## src/rtl/dmrz_map.vh

```
// Constants for the mode register zero decode block
// Overview of operation
// Column latency comes from mode bits A2 and A6..A4, counted in clock cycles.
// Only whole-cycle column latencies exist; no half-clock setting.
// Read data appears after added latency plus column latency.
// Controller keeps A7 at 0; 1 is an unsupported test mode.
// Bit A3 selects sequential (0) or interleaved (1) burst order.
// A1..A0 pick fixed chop, fixed eight or on-the-fly via A12.
// Eight-beat reads follow sequential nibble rotation or start XOR beat.
// Chopped reads give four beats in one nibble, then four high-Z slots.
// Eight-beat writes store beats 0..7 in order; start bits ignored.
// Chopped writes use start bit 2 for nibble, ascending, last four ignored.
// Fixed chop starts the internal write two clocks earlier.
// On-the-fly chop starts the internal write at the eight-beat point.
// DLL reset bit clears itself once the reset is carried out.
// Controller waits the lock time after DLL reset before reads.
// Controller should reset the DLL after enabling it.
// Recovery field plus precharge period form the auto-precharge delay.
// Controller programs recovery at least recovery time over clock period.
// A12 at 0 freezes the DLL in precharge power-down; slow exit.
// A12 at 1 keeps the DLL running in power-down; fast exit.
// Mode set is chip select, row, column, write strobes and bank all low.
// DLL reset is requested by A8 high during the mode zero write.
`ifndef DMRZ_MAP_VH
`define DMRZ_MAP_VH
// Mode register zero field positions
`define DMRZ_BL_LO 0
`define DMRZ_BL_HI 1
`define DMRZ_CL_LOW 2
`define DMRZ_BT 3
`define DMRZ_CL_LO 4
`define DMRZ_CL_HI 6
`define DMRZ_TM 7
`define DMRZ_DLLR 8
`define DMRZ_WR_LO 9
`define DMRZ_WR_HI 11
`define DMRZ_PPD 12
`define DMRZ_AP 10
`define DMRZ_BC 12
`define DMRZ_RESET 13'h0000
// Burst length encodings
`define DMRZ_BL_EIGHT 2'h0
`define DMRZ_BL_OTF 2'h1
`define DMRZ_BL_CHOP 2'h2
// Latency offsets
`define DMRZ_CL_BASE 5'h04
`define DMRZ_CL_HIGH 5'h0c
`define DMRZ_WR_ZERO 5'h10
// Beat indices
`define DMRZ_LAST_CHOP 3'h3
`define DMRZ_LAST_BEAT 3'h7
// Read and write sequencer states
`define DMRZ_S_IDLE 2'h0
`define DMRZ_S_WAIT 2'h1
`define DMRZ_S_BURST 2'h2
`endif

```

## src/rtl/dmrz_decode.v

```verilog
// Mode register zero decode, burst sequencing and write beat path
`timescale 1ns/100ps
`include "dmrz_map.vh"
module dmrz_decode (
   // Clock and reset
   input wire clock_i,
   input wire reset_i,
   // Command pins
   input wire ck_i,
   input wire cs_n_i,
   input wire ras_n_i,
   input wire cas_n_i,
   input wire we_n_i,
   input wire [2:0] ba_i,
   input wire [12:0] addr_i,
   // Data pins
   input wire [15:0] dq_i,
   output reg [15:0] dq_o,
   output reg dq_oe_o,
   output reg dqs_o,
   output reg dqs_oe_o,
   // Settings held by other mode registers and power logic
   input wire [3:0] added_latency_i,
   input wire [3:0] write_latency_i,
   input wire [4:0] precharge_period_i,
   input wire powerdown_i,
   // Written beats towards the array
   output reg [15:0] beat_data_o,
   output reg [2:0] beat_column_o,
   output reg beat_valid_o,
   input wire beat_ready_i,
   output reg write_path_ready_o,
   output reg beat_dropped_o,
   // Decoded mode state
   output reg [12:0] mode_reg_zero_o,
   output reg [4:0] column_latency_o,
   output reg [5:0] total_read_latency_o,
   output reg burst_interleave_o,
   output reg test_mode_o,
   output reg dll_reset_o,
   output reg dll_restart_o,
   output reg [4:0] write_recovery_o,
   output reg [5:0] autoprecharge_total_delay_o,
   output reg internal_write_start_o,
   output reg recovery_busy_o,
   output reg dll_frozen_o,
   output reg fast_exit_o
);
   // Column latency from A2 and A6..A4, whole cycles only
   function [4:0] cl_decode;
      input [12:0] mr;
      begin
         if (mr[`DMRZ_CL_LOW])
            cl_decode = `DMRZ_CL_HIGH + {2'h0, mr[`DMRZ_CL_HI:`DMRZ_CL_LO]};
         else
            cl_decode = `DMRZ_CL_BASE + {2'h0, mr[`DMRZ_CL_HI:`DMRZ_CL_LO]};
      end
   endfunction

   // Recovery cycles from A11..A9
   function [4:0] wr_decode;
      input [2:0] code;
      begin
         case (code)
            3'h0: wr_decode = `DMRZ_WR_ZERO;
            3'h1: wr_decode = 5'h05;
            3'h2: wr_decode = 5'h06;
            3'h3: wr_decode = 5'h07;
            3'h4: wr_decode = 5'h08;
            3'h5: wr_decode = 5'h0a;
            3'h6: wr_decode = 5'h0c;
            default: wr_decode = 5'h0e;
         endcase
      end
   endfunction

   // Column of beat number from the start column and burst type
   function [2:0] burst_col;
      input [2:0] start;
      input [2:0] beat;
      input interleave;
      reg [1:0] low;
      begin
         low = start[1:0] + beat[1:0];
         if (interleave)
            burst_col = start ^ beat;
         else
            burst_col = {start[2] ^ beat[2], low};
      end
   endfunction

   // Settled pins
   wire [36:0] pins;
   wire ck_level;
   wire cs_n;
   wire ras_n;
   wire cas_n;
   wire we_n;
   wire [2:0] ba;
   wire [12:0] addr;
   wire [15:0] dq;
   dmrz_sync #(
      .WIDTH(37)
   ) u_sync (
      .clock_i(clock_i),
      .reset_i(reset_i),
      .pin_i({ck_i, cs_n_i, ras_n_i, cas_n_i, we_n_i, ba_i, addr_i, dq_i}),
      .level_o(pins)
   );
   assign {ck_level, cs_n, ras_n, cas_n, we_n, ba, addr, dq} = pins;

   // Edges of the command clock
   reg ck_prev;
   wire ck_rise;
   wire ck_edge;
   assign ck_rise = ck_level & ~ck_prev;
   assign ck_edge = ck_level ^ ck_prev;

   // Command decode at the rising edge
   wire cmd_mrs;
   wire cmd_read;
   wire cmd_write;
   wire [1:0] bl_mode;
   wire cmd_chop;
   assign cmd_mrs = ck_rise & ~cs_n & ~ras_n & ~cas_n & ~we_n & (ba == 3'h0);
   assign cmd_read = ck_rise & ~cs_n & ras_n & ~cas_n & we_n;
   assign cmd_write = ck_rise & ~cs_n & ras_n & ~cas_n & ~we_n;
   assign bl_mode = mode_reg_zero_o[`DMRZ_BL_HI:`DMRZ_BL_LO];
   // Chop when fixed, or on the fly with the select line low
   assign cmd_chop = (bl_mode == `DMRZ_BL_CHOP) |
                     ((bl_mode == `DMRZ_BL_OTF) & ~addr[`DMRZ_BC]);

   // Beat store mirrors the array for read-back
   reg [15:0] store [0:7];

   // Read sequencer
   reg [1:0] rd_state;
   reg [5:0] rd_cnt;
   reg [2:0] rd_beat;
   reg [2:0] rd_start;
   reg rd_chop;
   reg rd_ilv;

   // Write sequencer
   reg [1:0] wr_state;
   reg [3:0] wr_cnt;
   reg [2:0] wr_beat;
   reg wr_bit2;
   reg wr_chop;
   reg wr_fixed;
   reg [4:0] rec_cnt;

   // Beat handoff into the FIFO
   reg push_valid;
   reg [18:0] push_data;
   wire fifo_in_ready;
   wire [18:0] fifo_out_data;
   wire fifo_out_valid;
   wire fifo_pop;
   assign fifo_pop = fifo_out_valid & (~beat_valid_o | beat_ready_i);

   dmrz_fifo #(
      .WIDTH(19),
      .DEPTH(16),
      .AW(4)
   ) u_fifo (
      .clock_i(clock_i),
      .reset_i(reset_i),
      .in_data_i(push_data),
      .in_valid_i(push_valid),
      .in_ready_o(fifo_in_ready),
      .out_data_o(fifo_out_data),
      .out_valid_o(fifo_out_valid),
      .out_ready_i(fifo_pop)
   );

   // Mode register write, DLL reset and decoded views
   always @(posedge clock_i)
   begin
      if (reset_i)
      begin
         ck_prev <= 1'b0;
         mode_reg_zero_o <= `DMRZ_RESET;
         column_latency_o <= `DMRZ_CL_BASE;
         total_read_latency_o <= 6'h00;
         burst_interleave_o <= 1'b0;
         test_mode_o <= 1'b0;
         dll_reset_o <= 1'b0;
         dll_restart_o <= 1'b0;
         write_recovery_o <= `DMRZ_WR_ZERO;
         autoprecharge_total_delay_o <= 6'h00;
         dll_frozen_o <= 1'b0;
         fast_exit_o <= 1'b0;
      end
      else
      begin
         ck_prev <= ck_level;
         dll_restart_o <= 1'b0;
         if (cmd_mrs)
         begin
            mode_reg_zero_o <= addr;
            dll_reset_o <= addr[`DMRZ_DLLR];
         end
         else if (dll_reset_o & ck_rise)
         begin
            dll_reset_o <= 1'b0;
            dll_restart_o <= 1'b1;
         end
         column_latency_o <= cl_decode(mode_reg_zero_o);
         total_read_latency_o <= {2'h0, added_latency_i} +
                                 {1'b0, cl_decode(mode_reg_zero_o)};
         burst_interleave_o <= mode_reg_zero_o[`DMRZ_BT];
         test_mode_o <= mode_reg_zero_o[`DMRZ_TM];
         write_recovery_o <= wr_decode(mode_reg_zero_o[`DMRZ_WR_HI:`DMRZ_WR_LO]);
         autoprecharge_total_delay_o <= {1'b0, write_recovery_o} +
                                        {1'b0, precharge_period_i};
         fast_exit_o <= mode_reg_zero_o[`DMRZ_PPD];
         dll_frozen_o <= powerdown_i & ~mode_reg_zero_o[`DMRZ_PPD];
      end
   end

   // Read burst: wait total latency, then one beat per clock edge
   always @(posedge clock_i)
   begin
      if (reset_i)
      begin
         rd_state <= `DMRZ_S_IDLE;
         rd_cnt <= 6'h00;
         rd_beat <= 3'h0;
         rd_start <= 3'h0;
         rd_chop <= 1'b0;
         rd_ilv <= 1'b0;
         dq_o <= 16'h0000;
         dq_oe_o <= 1'b0;
         dqs_o <= 1'b0;
         dqs_oe_o <= 1'b0;
      end
      else
      begin
         case (rd_state)
            `DMRZ_S_IDLE:
            begin
               if (cmd_read)
               begin
                  rd_state <= `DMRZ_S_WAIT;
                  rd_cnt <= total_read_latency_o;
                  rd_start <= addr[2:0];
                  rd_chop <= cmd_chop;
                  rd_ilv <= mode_reg_zero_o[`DMRZ_BT];
               end
            end
            `DMRZ_S_WAIT:
            begin
               if (ck_rise)
               begin
                  rd_cnt <= rd_cnt - 6'h01;
                  if (rd_cnt == 6'h01)
                  begin
                     rd_state <= `DMRZ_S_BURST;
                     rd_beat <= 3'h1;
                     dq_o <= store[burst_col(rd_start, 3'h0, rd_ilv)];
                     dq_oe_o <= 1'b1;
                     dqs_o <= 1'b1;
                     dqs_oe_o <= 1'b1;
                  end
               end
            end
            `DMRZ_S_BURST:
            begin
               if (ck_edge)
               begin
                  rd_beat <= rd_beat + 3'h1;
                  dqs_o <= ck_level;
                  dq_o <= store[burst_col(rd_start, rd_beat, rd_ilv)];
                  // Chopped bursts keep their last four slots at high impedance
                  dq_oe_o <= ~(rd_chop & rd_beat[2]);
                  dqs_oe_o <= ~(rd_chop & rd_beat[2]);
                  if (rd_beat == 3'h0)
                  begin
                     rd_state <= `DMRZ_S_IDLE;
                     dq_oe_o <= 1'b0;
                     dqs_oe_o <= 1'b0;
                     dqs_o <= 1'b0;
                  end
               end
            end
            default:
               rd_state <= `DMRZ_S_IDLE;
         endcase
      end
   end

   // Write burst: capture beats, queue kept ones, mark internal start
   always @(posedge clock_i)
   begin
      if (reset_i)
      begin
         wr_state <= `DMRZ_S_IDLE;
         wr_cnt <= 4'h0;
         wr_beat <= 3'h0;
         wr_bit2 <= 1'b0;
         wr_chop <= 1'b0;
         wr_fixed <= 1'b0;
         push_valid <= 1'b0;
         push_data <= 19'h00000;
         internal_write_start_o <= 1'b0;
         beat_dropped_o <= 1'b0;
         rec_cnt <= 5'h00;
         recovery_busy_o <= 1'b0;
      end
      else
      begin
         push_valid <= 1'b0;
         internal_write_start_o <= 1'b0;
         if (push_valid & ~fifo_in_ready)
            beat_dropped_o <= 1'b1;
         case (wr_state)
            `DMRZ_S_IDLE:
            begin
               if (cmd_write)
               begin
                  wr_state <= `DMRZ_S_WAIT;
                  wr_cnt <= write_latency_i;
                  wr_bit2 <= addr[2];
                  wr_chop <= cmd_chop;
                  wr_fixed <= (bl_mode == `DMRZ_BL_CHOP);
                  wr_beat <= 3'h0;
               end
            end
            `DMRZ_S_WAIT:
            begin
               if (ck_rise & (wr_cnt <= 4'h1))
               begin
                  wr_state <= `DMRZ_S_BURST;
                  wr_beat <= 3'h1;
                  push_valid <= 1'b1;
                  push_data <= {wr_chop & wr_bit2, 2'h0, dq};
               end
               else if (ck_rise)
                  wr_cnt <= wr_cnt - 4'h1;
            end
            `DMRZ_S_BURST:
            begin
               if (ck_edge)
               begin
                  wr_beat <= wr_beat + 3'h1;
                  // Ascending order; chop keeps only the first four beats
                  if (~(wr_chop & wr_beat[2]))
                  begin
                     push_valid <= 1'b1;
                     push_data <= {(wr_chop & wr_bit2) | wr_beat[2], wr_beat[1:0], dq};
                  end
                  // Fixed chop starts two clocks early; on-the-fly does not
                  if ((wr_fixed & (wr_beat == `DMRZ_LAST_CHOP)) |
                      (~wr_fixed & (wr_beat == `DMRZ_LAST_BEAT)))
                  begin
                     internal_write_start_o <= 1'b1;
                     rec_cnt <= write_recovery_o;
                  end
                  if (wr_beat == `DMRZ_LAST_BEAT)
                     wr_state <= `DMRZ_S_IDLE;
               end
            end
            default:
               wr_state <= `DMRZ_S_IDLE;
         endcase
         // Recovery window counted in command clocks from the internal start
         if (internal_write_start_o)
            recovery_busy_o <= 1'b1;
         else if (ck_rise & recovery_busy_o)
         begin
            rec_cnt <= rec_cnt - 5'h01;
            if (rec_cnt <= 5'h01)
               recovery_busy_o <= 1'b0;
         end
      end
   end

   // Output stage of the write beat path, also updates the read-back store
   always @(posedge clock_i)
   begin
      if (reset_i)
      begin
         beat_valid_o <= 1'b0;
         beat_data_o <= 16'h0000;
         beat_column_o <= 3'h0;
         write_path_ready_o <= 1'b0;
      end
      else
      begin
         write_path_ready_o <= fifo_in_ready;
         if (beat_valid_o & beat_ready_i)
            store[beat_column_o] <= beat_data_o;
         if (fifo_pop)
         begin
            beat_valid_o <= 1'b1;
            beat_data_o <= fifo_out_data[15:0];
            beat_column_o <= fifo_out_data[18:16];
         end
         else if (beat_ready_i)
            beat_valid_o <= 1'b0;
      end
   end
endmodule // dmrz_decode

```

## src/rtl/dmrz_fifo.v

```verilog
// Write beat FIFO with valid and ready on both sides
`timescale 1ns/100ps
module dmrz_fifo #(
   parameter WIDTH = 19,
   parameter DEPTH = 16,
   parameter AW = 4
) (
   // Clock and reset
   input wire clock_i,
   input wire reset_i,
   // Fill side
   input wire [WIDTH-1:0] in_data_i,
   input wire in_valid_i,
   output wire in_ready_o,
   // Drain side
   output wire [WIDTH-1:0] out_data_o,
   output wire out_valid_o,
   input wire out_ready_i
);
   reg [WIDTH-1:0] mem [0:DEPTH-1];
   reg [AW-1:0] rd_ptr;
   reg [AW-1:0] wr_ptr;
   reg [AW:0] count;
   wire push;
   wire pop;
   // Honest full and empty from the fill count
   assign in_ready_o = (count != DEPTH[AW:0]);
   assign out_valid_o = (count != {(AW+1){1'b0}});
   assign out_data_o = mem[rd_ptr];
   assign push = in_valid_i & in_ready_o;
   assign pop = out_valid_o & out_ready_i;
   // Storage and pointers
   always @(posedge clock_i)
   begin
      if (reset_i)
      begin
         rd_ptr <= {AW{1'b0}};
         wr_ptr <= {AW{1'b0}};
         count <= {(AW+1){1'b0}};
      end
      else
      begin
         if (push)
         begin
            mem[wr_ptr] <= in_data_i;
            wr_ptr <= wr_ptr + 1'b1;
         end
         if (pop)
            rd_ptr <= rd_ptr + 1'b1;
         if (push & ~pop)
            count <= count + 1'b1;
         else if (pop & ~push)
            count <= count - 1'b1;
      end
   end
endmodule // dmrz_fifo

```

## src/rtl/dmrz_sync.v

```verilog
// Three-stage pin synchroniser with agreement filter
`timescale 1ns/100ps
module dmrz_sync #(
   parameter WIDTH = 1
) (
   // Clock and reset
   input wire clock_i,
   input wire reset_i,
   // Pins and settled levels
   input wire [WIDTH-1:0] pin_i,
   output reg [WIDTH-1:0] level_o
);
   reg [WIDTH-1:0] stage1;
   reg [WIDTH-1:0] stage2;
   reg [WIDTH-1:0] stage3;
   // Each bit settles once stages two and three agree
   always @(posedge clock_i)
   begin
      if (reset_i)
      begin
         stage1 <= {WIDTH{1'b0}};
         stage2 <= {WIDTH{1'b0}};
         stage3 <= {WIDTH{1'b0}};
         level_o <= {WIDTH{1'b0}};
      end
      else
      begin
         stage1 <= pin_i;
         stage2 <= stage1;
         stage3 <= stage2;
         level_o <= (stage2 & ~(stage2 ^ stage3)) | (level_o & (stage2 ^ stage3));
      end
   end
endmodule // dmrz_sync

```

## config.mk

```make
export PLATFORM = sky130hd
export DESIGN_NAME = dmrz_decode
export DESIGN_NICKNAME = d
export VERILOG_FILES = /design/src/rtl/dmrz_decode.v /design/src/rtl/dmrz_fifo.v /design/src/rtl/dmrz_sync.v
export VERILOG_INCLUDE_DIRS = /design/src /design/src/rtl
export SDC_FILE = /design/constraint.sdc
export NUM_CORES = 1
export LEC_CHECK = 0
export BUFFER_PORTS_ARGS = -buffer_cell sky130_fd_sc_hd__buf_2
export CORE_UTILIZATION = 61
export DETAILED_ROUTE_END_ITERATION = 7
export PLACE_DENSITY_LB_ADDON = 0.05
export REMOVE_ABC_BUFFERS = 1
export SETUP_SLACK_MARGIN = 0.15
export SLEW_MARGIN = 0
export SYNTH_ARGS = -nofsm -noshare
export SYNTH_HDL_FRONTEND = slang
export SYNTH_HIERARCHICAL = 1
export SYNTH_SLANG_ARGS = --single-unit
```

## constraint.sdc

```tcl
create_clock -name clock_i -period 3.6 [get_ports clock_i]
set_clock_uncertainty 0.15 [all_clocks]
set_input_delay 0.72 -clock clock_i [delete_from_list [all_inputs] [get_ports clock_i]]
set_output_delay 0.72 -clock clock_i [all_outputs]
set_load 0.02 [all_outputs]
```

* After elaboration in Yosys (flattened, before gate mapping)
Memories as Yosys holds them, arrays and structs flattened. A register that Yosys moved wholly into a read port is not among the register bits.
Cells that the tools add are included.
** Storage, ports and cells
- Register bits :: 279
- RAM bits :: 432
- Input port bits :: 54
- Output and inout port bits :: 84
- Logic and storage cells :: 249
- Memories kept :: 2
** Operators by class
- Add/subtract/negate cells :: 14
- Magnitude comparators :: 2
- Equal/unequal tests :: 28
- Multiplexer cells :: 79
- Bitwise logic cells :: 54
- Reduce and logical (&&, ||, !) cells :: 28
** Memories
- u_fifo.mem :: depth 16, bits a word 19, read ports 1, clocked after memory_dff 1, wr ports 1, RTL line dmrz_fifo.v:20 : reg [WIDTH-1:0] mem [0:DEPTH-1];
- store :: depth 8, bits a word 16, read ports 2, clocked after memory_dff 0, wr ports 1, RTL line dmrz_decode.v:134 : reg [15:0] store [0:7];
** Operators by type and width (count)
- AND 37 bit :: 2
- two-way mux 19 bit :: 3
- two-way mux 16 bit :: 3
- two-way mux 5 bit :: 9
- two-way mux 3 bit :: 14
- case mux 19 bit (2 select lines) :: 1
- inverter 37 bit :: 1
- bitwise OR 37 bit :: 1
- bitwise XOR 37 bit :: 1
- case mux 5 bit (7 select lines) :: 1
- case mux 16 bit (2 select lines) :: 1
- AND 1 bit :: 27
- two-way mux 1 bit :: 24
- inequality test 2 bit (second input constant) :: 12
- AND reduction 4 bit :: 5
- two-way mux 2 bit :: 9
- nonzero test 2 bit :: 9
- inverter 1 bit :: 15
- == test 3 bit (second input constant) :: 4
- two-way mux 4 bit :: 3
- two-way mux 6 bit :: 2
- case mux 2 bit (3 select lines) :: 2
- case mux 6 bit (2 select lines) :: 1
- subtractor 5 x 1 -> 5 bit (second input constant) :: 2
- 34 further kinds :: 53

* Depth between registers and ports, before layout
Gate-level depths: netlist (run 1).
An unclocked memory read counts as a cell.
- Word-level depth :: 9
- Depth in mapped cells :: 14

* Cells and area by module
The synthesis (run 1) kept the hierarchy.
** By module, submodules not included
- dmrz_fifo :: times used 1, cells an instance 580, area each 12328.1 µm², sequential area each 9469.1 µm²
- dmrz_decode :: times used 1, cells an instance 1001, area each 11971.5 µm², sequential area each 6586.3 µm²
- dmrz_sync :: times used 1, cells an instance 386, area each 4261.6 µm², sequential area each 2962.8 µm²

* Least setup slack after synthesis (run 1)
OpenSTA, ideal clock, no wires.
- Kind :: input port to flip-flop
- Start point :: input port reset_i
- End point :: memory u_fifo.mem[0][0], enable pin
- Library setup time :: 419 ps
- Arrival :: 2480 ps
- Data required time :: 3031 ps
- Slack :: 551 ps
- Stages on the path :: 3
- Path buffers :: 1
- Path through :: clkbuf_1 nand3b_1 nor3_1
** Between the ends
- Cells in the longest elaborated chain, start to end :: 2
** Ends and longest elaborated chain
- start: declaration :: RTL line dmrz_decode.v:7 : input wire reset_i,
- two-way mux 1 bit :: RTL line dmrz_fifo.v:35 : if (reset_i)
- two-way mux 1 bit (implied by the code) :: RTL line dmrz_fifo.v:45 : mem[wr_ptr] <= in_data_i;
- end: declaration :: RTL line dmrz_fifo.v:20
No other way between the ends.

* Worst setup path in the final report (run 1)
- Start point :: register u_fifo.count[0]
- End point :: register u_fifo.count[4]
** Between the ends
- Cells in the longest elaborated chain, start to end :: 6
** Ends and longest elaborated chain
- start: declaration :: RTL line dmrz_fifo.v:23 : reg [AW:0] count;
- start signal: assignment :: RTL line dmrz_fifo.v:39 : count <= {(AW+1){1'b0}};
- start signal: assignment :: RTL line dmrz_fifo.v:51 : count <= count + 1'b1;
- start signal: assignment :: RTL line dmrz_fifo.v:53 : count <= count - 1'b1;
- nonzero test 5 bit * :: RTL line dmrz_fifo.v:28 : assign out_valid_o = (count != {(AW+1){1'b0}});
- via fifo_out_valid :: RTL line dmrz_decode.v:158 : wire fifo_out_valid;
- AND 1 bit :: RTL line dmrz_decode.v:160 : assign fifo_pop = fifo_out_valid & (~beat_valid_o | beat_ready_i);
- AND 1 bit * :: RTL line dmrz_fifo.v:31 : assign pop = out_valid_o & out_ready_i;
- inverter 1 bit :: RTL line dmrz_fifo.v:50 : if (push & ~pop)
- AND 1 bit :: RTL line dmrz_fifo.v:50
- two-way mux 5 bit or nonzero test 2 bit (tied branches)
The timed path passes the listed nets; every way through them passes the cells marked *. The select of a mux whose other input is x is not followed.
A chain may end at the register's enable or synchronous reset.

==> results of run 1 <==
stage by stage:
step	util [%]	TNS, ps	cell area (sq um)	hold slack (ps)	std cells
6_report	71.1	0	32600	163	2794
3_5_place_dp	65.7	0	30100	272	2658
2_1_floorplan	-	-25170	28000	264	1865
3_3_place_gp	65.7	0	30100	267	2658
4_1_cts	71.1	0	32600	134	2793
5_1_grt	71.1	0	32600	144	2793
worst min-delay path by stage:
stage	to	slack, ps	depth (start not counted)
after detailed placement	u_sync/stage2[1]$_SDFF_PP0_	270	1
after CTS	u_sync/stage1[5]$_SDFF_PP0_	130	2
after global routing	u_sync/stage1[8]$_SDFF_PP0_	140	2
after global placement	u_sync/stage2[13]$_SDFF_PP0_	270	1
after floorplan	u_sync/stage2[0]$_SDFF_PP0_	260	1
final	u_sync/stage1[5]$_SDFF_PP0_	160	2
layer usage:
| layer | vias to the layer above | wire [um] | track usage (%) |
|---|---|---|---|
| li1 | 7670 | - | - |
| met1 | 8334 | 24800 | 33.5 |
| met2 | 552 | 30800 | 44.3 |
| met3 | 127 | 3950 | 5.76 |
| met4 | 0 | 1690 | 8.97 |
| met5 | - | 0 | 0 |
kinds of logic after synthesis:
logic type      Yosys count  synth area share [%]
flops                   734                  66.6
simple gates            523                  9.17
compound gates          287                  6.34
mux                     232                  13.0
buf+inv                 133                  2.32
fa+ha+maj                43                  1.96
xor+xnor                 15                 0.618
cell type report:
type / instances / area [sq um] / area share [%]
Antenna cell: 1 / 2.50 / 0.00769
Clock buffer: 111 / 2230 / 6.84
Clock inverter: 24 / 265 / 0.815
Inverter: 31 / 116 / 0.357
Multi-Input combinational cell: 1100 / 8940 / 27.5
Sequential cell: 734 / 19000 / 58.4
Tap cell: 600 / 751 / 2.31
Timing Repair Buffer: 193 / 1230 / 3.77
sequential cells by signal, indices dropped and copies added (netlist names), 5 cells and up, named ones only:
signal                       count
u_sync/stage3                   37
rec_cnt                          5
u_fifo/mem                     304
beat_data_o                     16
column_latency_o                 5
autoprecharge_total_delay_o      6
u_fifo/count                     5
mode_reg_zero_o                 13
u_sync/stage2                   37
dq_o                            16
rd_cnt                           6
u_sync/stage1                   37
push_data                       19
write_recovery_o                 5
store                          128
total_read_latency_o             6
power breakdown:
| group | internal [mW] | switching [mW] |
|---|---|---|
| registers | 8.88 | 0.0468 |
| clock network | 4.59 | 3.09 |
| logic | 0.151 | 0.219 |
worst reg2reg max path, stage by stage (launching register included):
cell	delay, ps
dfxtp_1	370
nor4_1	510
nand2_1	150
nand2_1	100
inv_1	60
o21ai_2	100
ha_1	210
inv_1	110
ha_1	340
a21oi_1	200
a211oi_1	100
a31oi_1	180
mux2_2	350
synthesized netlist by cell type (9+ instances only):
cell type	instances	area, sq um
o21ai_0	50	250
dfxtp_1	302	6050
mux2_2	29	327
buf_1	12	45.0
mux2i_1	92	921
ha_1	40	500
o22ai_1	16	100
buf_4	11	82.6
buf_2	25	125
buf_6	10	113
a21oi_1	101	505
mux4_2	101	2270
clkbuf_1	43	161
nand2b_1	13	81.3
a22oi_1	56	420
inv_1	30	113
edfxtp_1	432	13000
o221ai_1	11	96.3
nand2_1	186	698
o31ai_1	9	67.6
nor3_1	27	135
nor2_1	101	379
nor2b_1	139	870
==> impl_metrics.toml, run 1 <==
[routing]
via_per_inst = 5.97
num_vias = 16700
antenna_left = 0
routed_wl_um = 61200
drtPass1Iterations = 5
initialDrtViolationCount = 1361
drc = 0
routedWlPerCell_um = 21.9

[final_layout]
layout-drive-gt1-share_pct = 21.8
mostFrequentLayoutCell = "edfxtp_1"
mostFrequentLayoutCells = "432 x edfxtp_1, 299 x dfxtp_1, 186 x nand2_1"
nFillCells = 3001
nets = 2230
syn_to_final_growth_pct = 14.0

[placed_design]
io_buffer_count = 137
hpwl_um = 36800
post-place-ws_ps = 582
gp_congestion = 0.813

[run_status]
outcome = "finished, final reports clean"

[timing]
drv_slew = 0
rsz0062_at_grt = "false"
post-route-period-util_pct = 84.6
setup_violations = 0
max_clock_freq_mhz = 328
worst_pin_slew_ps = 1110
slew_headroom_pct = 26.2
finalHoldViolations = 0
timing.final.ws_setup_ps = 555
finalCriticalPeriod_ps = 3040

[worst_setup_path]
crit_start = "u_fifo/count[0]$_SDFFE_PP0P_"
r2r.worst_path.cells = 12
critical_path.top_delay_family = "simple AND/OR/NAND/NOR gates"
critPathRequiredTime_ps = 3950
crit_arrival_ps = 3390
end_kind = "flop"
path_class = "flop to flop"
cp_num_cells = 12
slowest_delay_ps = 510
path_buf_inv = 2
crit_path_cell_trace = "nor4_1 > nand2_1 > nand2_1 > inv_1 > o21ai_2 > ha_1 > inv_1 > ha_1 > a21oi_1 > a211oi_1 > a31oi_1 > mux2_2"
path_max_fanout = 5
r2r-start = "u_fifo/count[0]$_SDFFE_PP0P_"
rr_endpoint = "u_fifo/count[4]$_SDFFE_PP0P_"
cp_slowest_cell = "nor4_1"
r2r_setup_slack_ps = 560
crit_end = "u_fifo/count[4]$_SDFFE_PP0P_"
start_kind = "flop"

[cts]
ctsResizeCount = 0
numCtsBuffers = 73
post_cts_buffers = 0
root_buffer = "clkbuf_16"
clkLatencyLatePin_ps = 620
cts.sinks = 734
h-tree-depth = 3
postCtsHoldBufs = 0
path_clk_slew_ps = 60
ctsLongestPathBuffers = 3
cts_tree = "done"

[floorplan]
num_io_pins = 138
initial_utilization_pct = 62.4
die-area_sq_um = 47700
rows = 78
dieWidth_um = 218
core_area_sq_um = 45800
die_h_um = 218

[synth]
avgSynthCellArea_sq_um = 14.5
yosysUniqueCellTypes = 69
synth_edf_count = 432
ys_ff_latch = 734
ys_warn_count = 6
synth-async-reset-ratio_pct = 0
synth-main-ff-cell = "edfxtp_1"
syn-cell-area_sq_um = 28600
synthCells = 1967
ys_seq_area_share_pct = 66.6

[power_and_ir_drop]
p_per_area_nw_per_um2 = 521
p_leak_nw = 11.2
power_mw = 17.0
peakVddDrop_uv = 648

[global_routing]
grt_max_degree = 132
antenna_found_initial = 1
grt_pass1_vias = 16800
grt_pass1_wl_um = 94100
gr-usage-all-layers_pct = 26.2
grt_overflow = 0

[worst_hold_path]
hp-start = "dq_i[5]"
hold_class = "primary input to flop"

[run]
cap_violations = 0
Note: power is estimated with default switching activity, not from simulation.
==> inputs of run 2 (changes only) <==
==> constraint.sdc (replaced) <==
create_clock -name clock_i -period 3.02 [get_ports clock_i]
set_clock_uncertainty 0.15 [all_clocks]
set_input_delay 0.604 -clock clock_i [delete_from_list [all_inputs] [get_ports clock_i]]
set_output_delay 0.604 -clock clock_i [all_outputs]
set_load 0.02 [all_outputs]
==> impl_metrics.toml, run 2 (same netlist as run 1, synthesis figures left out) <==
[cts]
path_clk_slew_ps = 60
clkLatencyLatePin_ps = 610
postCtsHoldBufs = 0
numCtsBuffers = 73
ctsLongestPathBuffers = 3
cts_tree = "done"
root_buffer = "clkbuf_16"
cts.sinks = 734
h-tree-depth = 3

[final_layout]
nets = 2245
multi_input_area_sq_um = 8960
final_cell_area_sq_um = 32400
nFillCells = 3065
top_register = "u_fifo/mem"
mostFrequentLayoutCell = "edfxtp_1"
syn_to_final_growth_pct = 13.5
diodes = 0
mostFrequentLayoutCells = "432 x edfxtp_1, 298 x dfxtp_1, 186 x nand2_1"
register_area_sq_um = 19000
largestRegisters = "u_fifo/mem x304, store x128"
fin_util_pct = 70.8
largest_reg_flops = 304
layout-drive-gt1-share_pct = 21.7

[global_routing]
grt_max_degree = 192
grt_overflow = 0
gr-usage-all-layers_pct = 25.9
grt_pass1_vias = 16300
grt_pass1_wl_um = 92000
antenna_found_initial = 0

[placed_design]
gp_congestion = 0.823
placed_cell_area_sq_um = 30100
io_buffer_count = 137
hpwl_um = 36400

[worst_setup_path]
start_kind = "flop"
end_kind = "flop"
crit_start = "u_fifo/count[3]$_SDFFE_PP0P_"
critPathRequiredTime_ps = 3360
r2r-start = "u_fifo/count[3]$_SDFFE_PP0P_"
path_max_fanout = 5
path_class = "flop to flop"
crit_arrival_ps = 3070

[timing]
rsz0062_at_grt = "false"
fin_setup_tns_ps = 0
finalHoldViolations = 0
worst_pin_slew_ps = 862
worst_hold_slack_ps = 45.4
drv_slew = 0
post-route-period-util_pct = 90.6
finalCriticalPeriod_ps = 2730
slew_headroom_pct = 42.5
setup_violations = 0
max_clock_freq_mhz = 366

[routing]
drc = 0
initialDrtViolationCount = 1347
routedWlPerCell_um = 21.5
routed_wl_um = 60400
via_per_inst = 5.91
drtPass1Iterations = 5
num_vias = 16600
antenna_left = 0

[floorplan]
num_io_pins = 138
rows = 78
die_h_um = 218
core_area_sq_um = 45800
die-area_sq_um = 47700
initial_utilization_pct = 62.4
dieWidth_um = 218

[power_and_ir_drop]
p_leak_nw = 11.2
peakVddDrop_uv = 520
combPwrFrac_pct = 2.3
power_mw = 19.5
pwr-share-clk_pct = 43.2
p_per_area_nw_per_um2 = 603
p_int_mw = 15.6
switching_power_mw = 3.93
swShare_pct = 20.1
sequentialPowerShare_pct = 54.5

[worst_hold_path]
hp-start = "dq_i[11]"
hold_class = "primary input to flop"

[run]
cap_violations = 0

[run_status]
outcome = "finished, final reports clean"
## run 2: changes by cell type in the layout (fill, tap and decap cells not counted), moves of 2 or more
cell and delta:
buf_12 -3, buf_4 +18, bufinv_16 -2, clkbuf_1 +3, clkbuf_16 -3, clkbuf_8 -12
clkinv_1 +11, clkinvlp_2 +2
## run 2: final cells by class
cell class	instances	share of cell area, %
timing repair buffer	208	4.02
inverter	31	0.359
tap	600	2.32
clock inverter	34	0.792
sequential	734	58.7
clock buffer	98	6.15
multi-input combinational	1100	27.6
## run 2: path summary, 6_finish.rpt
path	endpoint	slack, ps	cells after the start
worst max-delay path	u_fifo/count[3]$_SDFFE_PP0P_	290	9
worst min-delay path	u_sync/stage1[11]$_SDFF_PP0_	50	2
worst max register to register	u_fifo/count[3]$_SDFFE_PP0P_	290	9
worst min register to register	u_sync/stage2[5]$_SDFF_PP0_	280	1
## run 2: stage by stage
stage,cells,setup slack (ps)
3_3_place_gp,2671,194
3_5_place_dp,2671,174
4_1_cts,2803,204
2_1_floorplan,1865,-1460
6_report,2805,285
5_1_grt,2805,146
## run 2: per-layer routing
metal	share of wire (%)	vias up	routed length (um)	track usage [%]
li1	-	7690	-	-
met1	41	8268	24600	33.4
met2	51	491	30600	44.2
met3	6.0	127	3600	4.59
met4	2.6	0	1560	8.65
met5	0	-	0	0
## run 2: power by group through the flow
stage | Combinational, mW | Clock (mW) | Sequential [mW]
finish | 0.451 | 8.44 | 10.6
global route | 0.496 | 9.00 | 10.6
CTS | 0.457 | 8.58 | 10.6
detailed placement | 0.456 | 0 | 10.9
global placement | 0.441 | 0 | 10.8
floorplan | 0.243 | 0 | 10.8
## run 2: what timing repair did
item	4_1_cts	5_1_grt
resized for setup	1	4
setup buffers	0	2
pin swaps	0	2
setup endpoints to repair	2	2
## run 2: worst max-delay path, cell delays in order (launching register included)
cell and delay, ps:
dfxtp_1 350, or4_4 560, o21ai_2 150, ha_1 180, inv_1 110, ha_1 300
a21o_1 180, a21oi_1 180, nor4_1 60, or3_1 390
==> inputs of run 3 (changes only) <==
--- a/config.mk
+++ b/config.mk
@@ -7,7 +7,8 @@
 export NUM_CORES = 1
 export LEC_CHECK = 0
 export BUFFER_PORTS_ARGS = -buffer_cell sky130_fd_sc_hd__buf_2
-export CORE_UTILIZATION = 61
+export CORE_UTILIZATION = 63
+export CTS_BUF_LIST = sky130_fd_sc_hd__clkbuf_4 sky130_fd_sc_hd__clkbuf_8
 export DETAILED_ROUTE_END_ITERATION = 7
 export PLACE_DENSITY_LB_ADDON = 0.05
 export REMOVE_ABC_BUFFERS = 1
==> impl_metrics.toml, run 3 (same netlist as run 1, synthesis figures left out) <==
[floorplan]
die_h_um = 215
rows = 77
die-area_sq_um = 46200
num_io_pins = 138
initial_utilization_pct = 64.2
core_area_sq_um = 44500
dieWidth_um = 215

[worst_setup_path]
cp_slowest_cell = "or4_4"
crit_path_cell_trace = "or4_4 > o21ai_2 > ha_1 > inv_2 > ha_1 > a21o_1 > a21oi_1 > nor4_1 > or3_1"
crit_arrival_ps = 3250
path_buf_inv = 1
start_kind = "flop"
path_class = "flop to flop"
path_max_fanout = 5
crit_top_cell = "ha_1"
critical_path.top_delay_family = "simple AND/OR/NAND/NOR gates"
critPathRequiredTime_ps = 3450
end_kind = "flop"
slowest_delay_ps = 560

[run]
cap_violations = 0

[global_routing]
grt_pass1_wl_um = 94900
gr-usage-all-layers_pct = 26.7
grt_overflow = 0
grt_max_degree = 148
antenna_found_initial = 0
grt_pass1_vias = 17200

[timing]
rsz0062_at_grt = "false"
finalCriticalPeriod_ps = 2820
timing.final.ws_setup_ps = 202
slew_headroom_pct = 25.6
post-route-period-util_pct = 93.3
drv_slew = 0
worst_pin_slew_ps = 1120
finalHoldViolations = 0
max_clock_freq_mhz = 355
setup_violations = 0

[final_layout]
nets = 2318
largest_reg_flops = 304
diodes = 0
layout-drive-gt1-share_pct = 25.3
top_register = "u_fifo/mem"
largestRegisters = "u_fifo/mem x304, store x128"
nFillCells = 2891
mostFrequentLayoutCells = "432 x edfxtp_1, 296 x dfxtp_1, 186 x nand2_1"
final_cell_area_sq_um = 32900
syn_to_final_growth_pct = 15.3
mostFrequentLayoutCell = "edfxtp_1"
fin_util_pct = 74.0

[power_and_ir_drop]
p_leak_nw = 11.5
peakVddDrop_uv = 400
power_mw = 19.4
p_per_area_nw_per_um2 = 590

[routing]
initialDrtViolationCount = 1429
m1WireLength_um = 25500
drtPass1Iterations = 6
via_per_inst = 5.88
routed_wl_um = 60600
top_layer = "met4"
wl_met3_um = 3710
drc = 0
dr_wl_met2_um = 30200
num_vias = 17100
antenna_left = 0
routedWlPerCell_um = 20.8

[cts]
root_buffer = "clkbuf_8"
cts_tree = "done"
ctsLongestPathBuffers = 3
clkLatencyLatePin_ps = 710
h-tree-depth = 3
cts.sinks = 734
path_clk_slew_ps = 60
numCtsBuffers = 112

[placed_design]
io_buffer_count = 137
post-place-ws_ps = 34.7
hpwl_um = 36200
placed_cell_area_sq_um = 30100
gp_congestion = 0.810

[worst_hold_path]
hold_class = "primary input to flop"

[run_status]
outcome = "finished, final reports clean"
==> run 3: tightest hold or removal path, cell delays in order <==
cell and delay (ps):
buf_2 90, o21ai_0 70, a21oi_1 130
==> run 3: power breakdown <==
part           switching, mW  total (mW)  leakage, nW  internal [mW]
clock network           3.68        8.31         1.26           4.63
registers             0.0574        10.6         6.46           10.6
logic                  0.268       0.491         3.76          0.223
total                   4.00        19.4         11.5           15.4
==> run 3: what timing repair did <==
item                                    4_1_cts  5_1_grt
pin swaps                                     0        1
setup buffers                                 0        1
hold buffers                                 39        0
endpoints found under the setup margin        2        2
resized for setup                             1        8
endpoints found under the hold margin        39        0
==> run 3: layout make-up <==
type / instances / area, sq um / share of cell area, %
Timing Repair Buffer: 242 / 1710 / 5.18
Multi-Input combinational cell: 1100 / 8990 / 27.3
Clock inverter: 33 / 230 / 0.699
Clock buffer: 177 / 2120 / 6.43
Inverter: 31 / 116 / 0.353
Tap cell: 592 / 741 / 2.25
Sequential cell: 734 / 19000 / 57.8
==> run 3: routing by layer <==
metal | GRT usage, % | up-vias
met4 | 8.36 | 0
met3 | 5.24 | 116
met5 | 0 | -
met1 | 35.0 | 8517
met2 | 45.2 | 610
li1 | - | 7871
==> run 3: stage by stage <==
step	setup TNS [ps]	instances	hold WS (ps)
after floorplan	-46110	1865	264
after global placement	0	2659	266
final	0	2909	74.5
after CTS	0	2908	17.4
after global routing	0	2909	48.0
after detailed placement	0	2659	273
==> run 3: worst paths after layout <==
| kind | cells after the start | end | start | slack, ps |
|---|---|---|---|---|
| min reg2reg | 1 | u_sync/stage2[5]$_SDFF_PP0_ | u_sync/stage1[5]$_SDFF_PP0_ | 280 |
| max reg2reg | 9 | u_fifo/count[3]$_SDFFE_PP0P_ | u_fifo/count[0]$_SDFFE_PP0P_ | 200 |
| max | 9 | u_fifo/count[3]$_SDFFE_PP0P_ | u_fifo/count[0]$_SDFFE_PP0P_ | 200 |
| min | 3 | wr_cnt[0]$_SDFFE_PP0P_ | write_latency_i[0] | 70 |
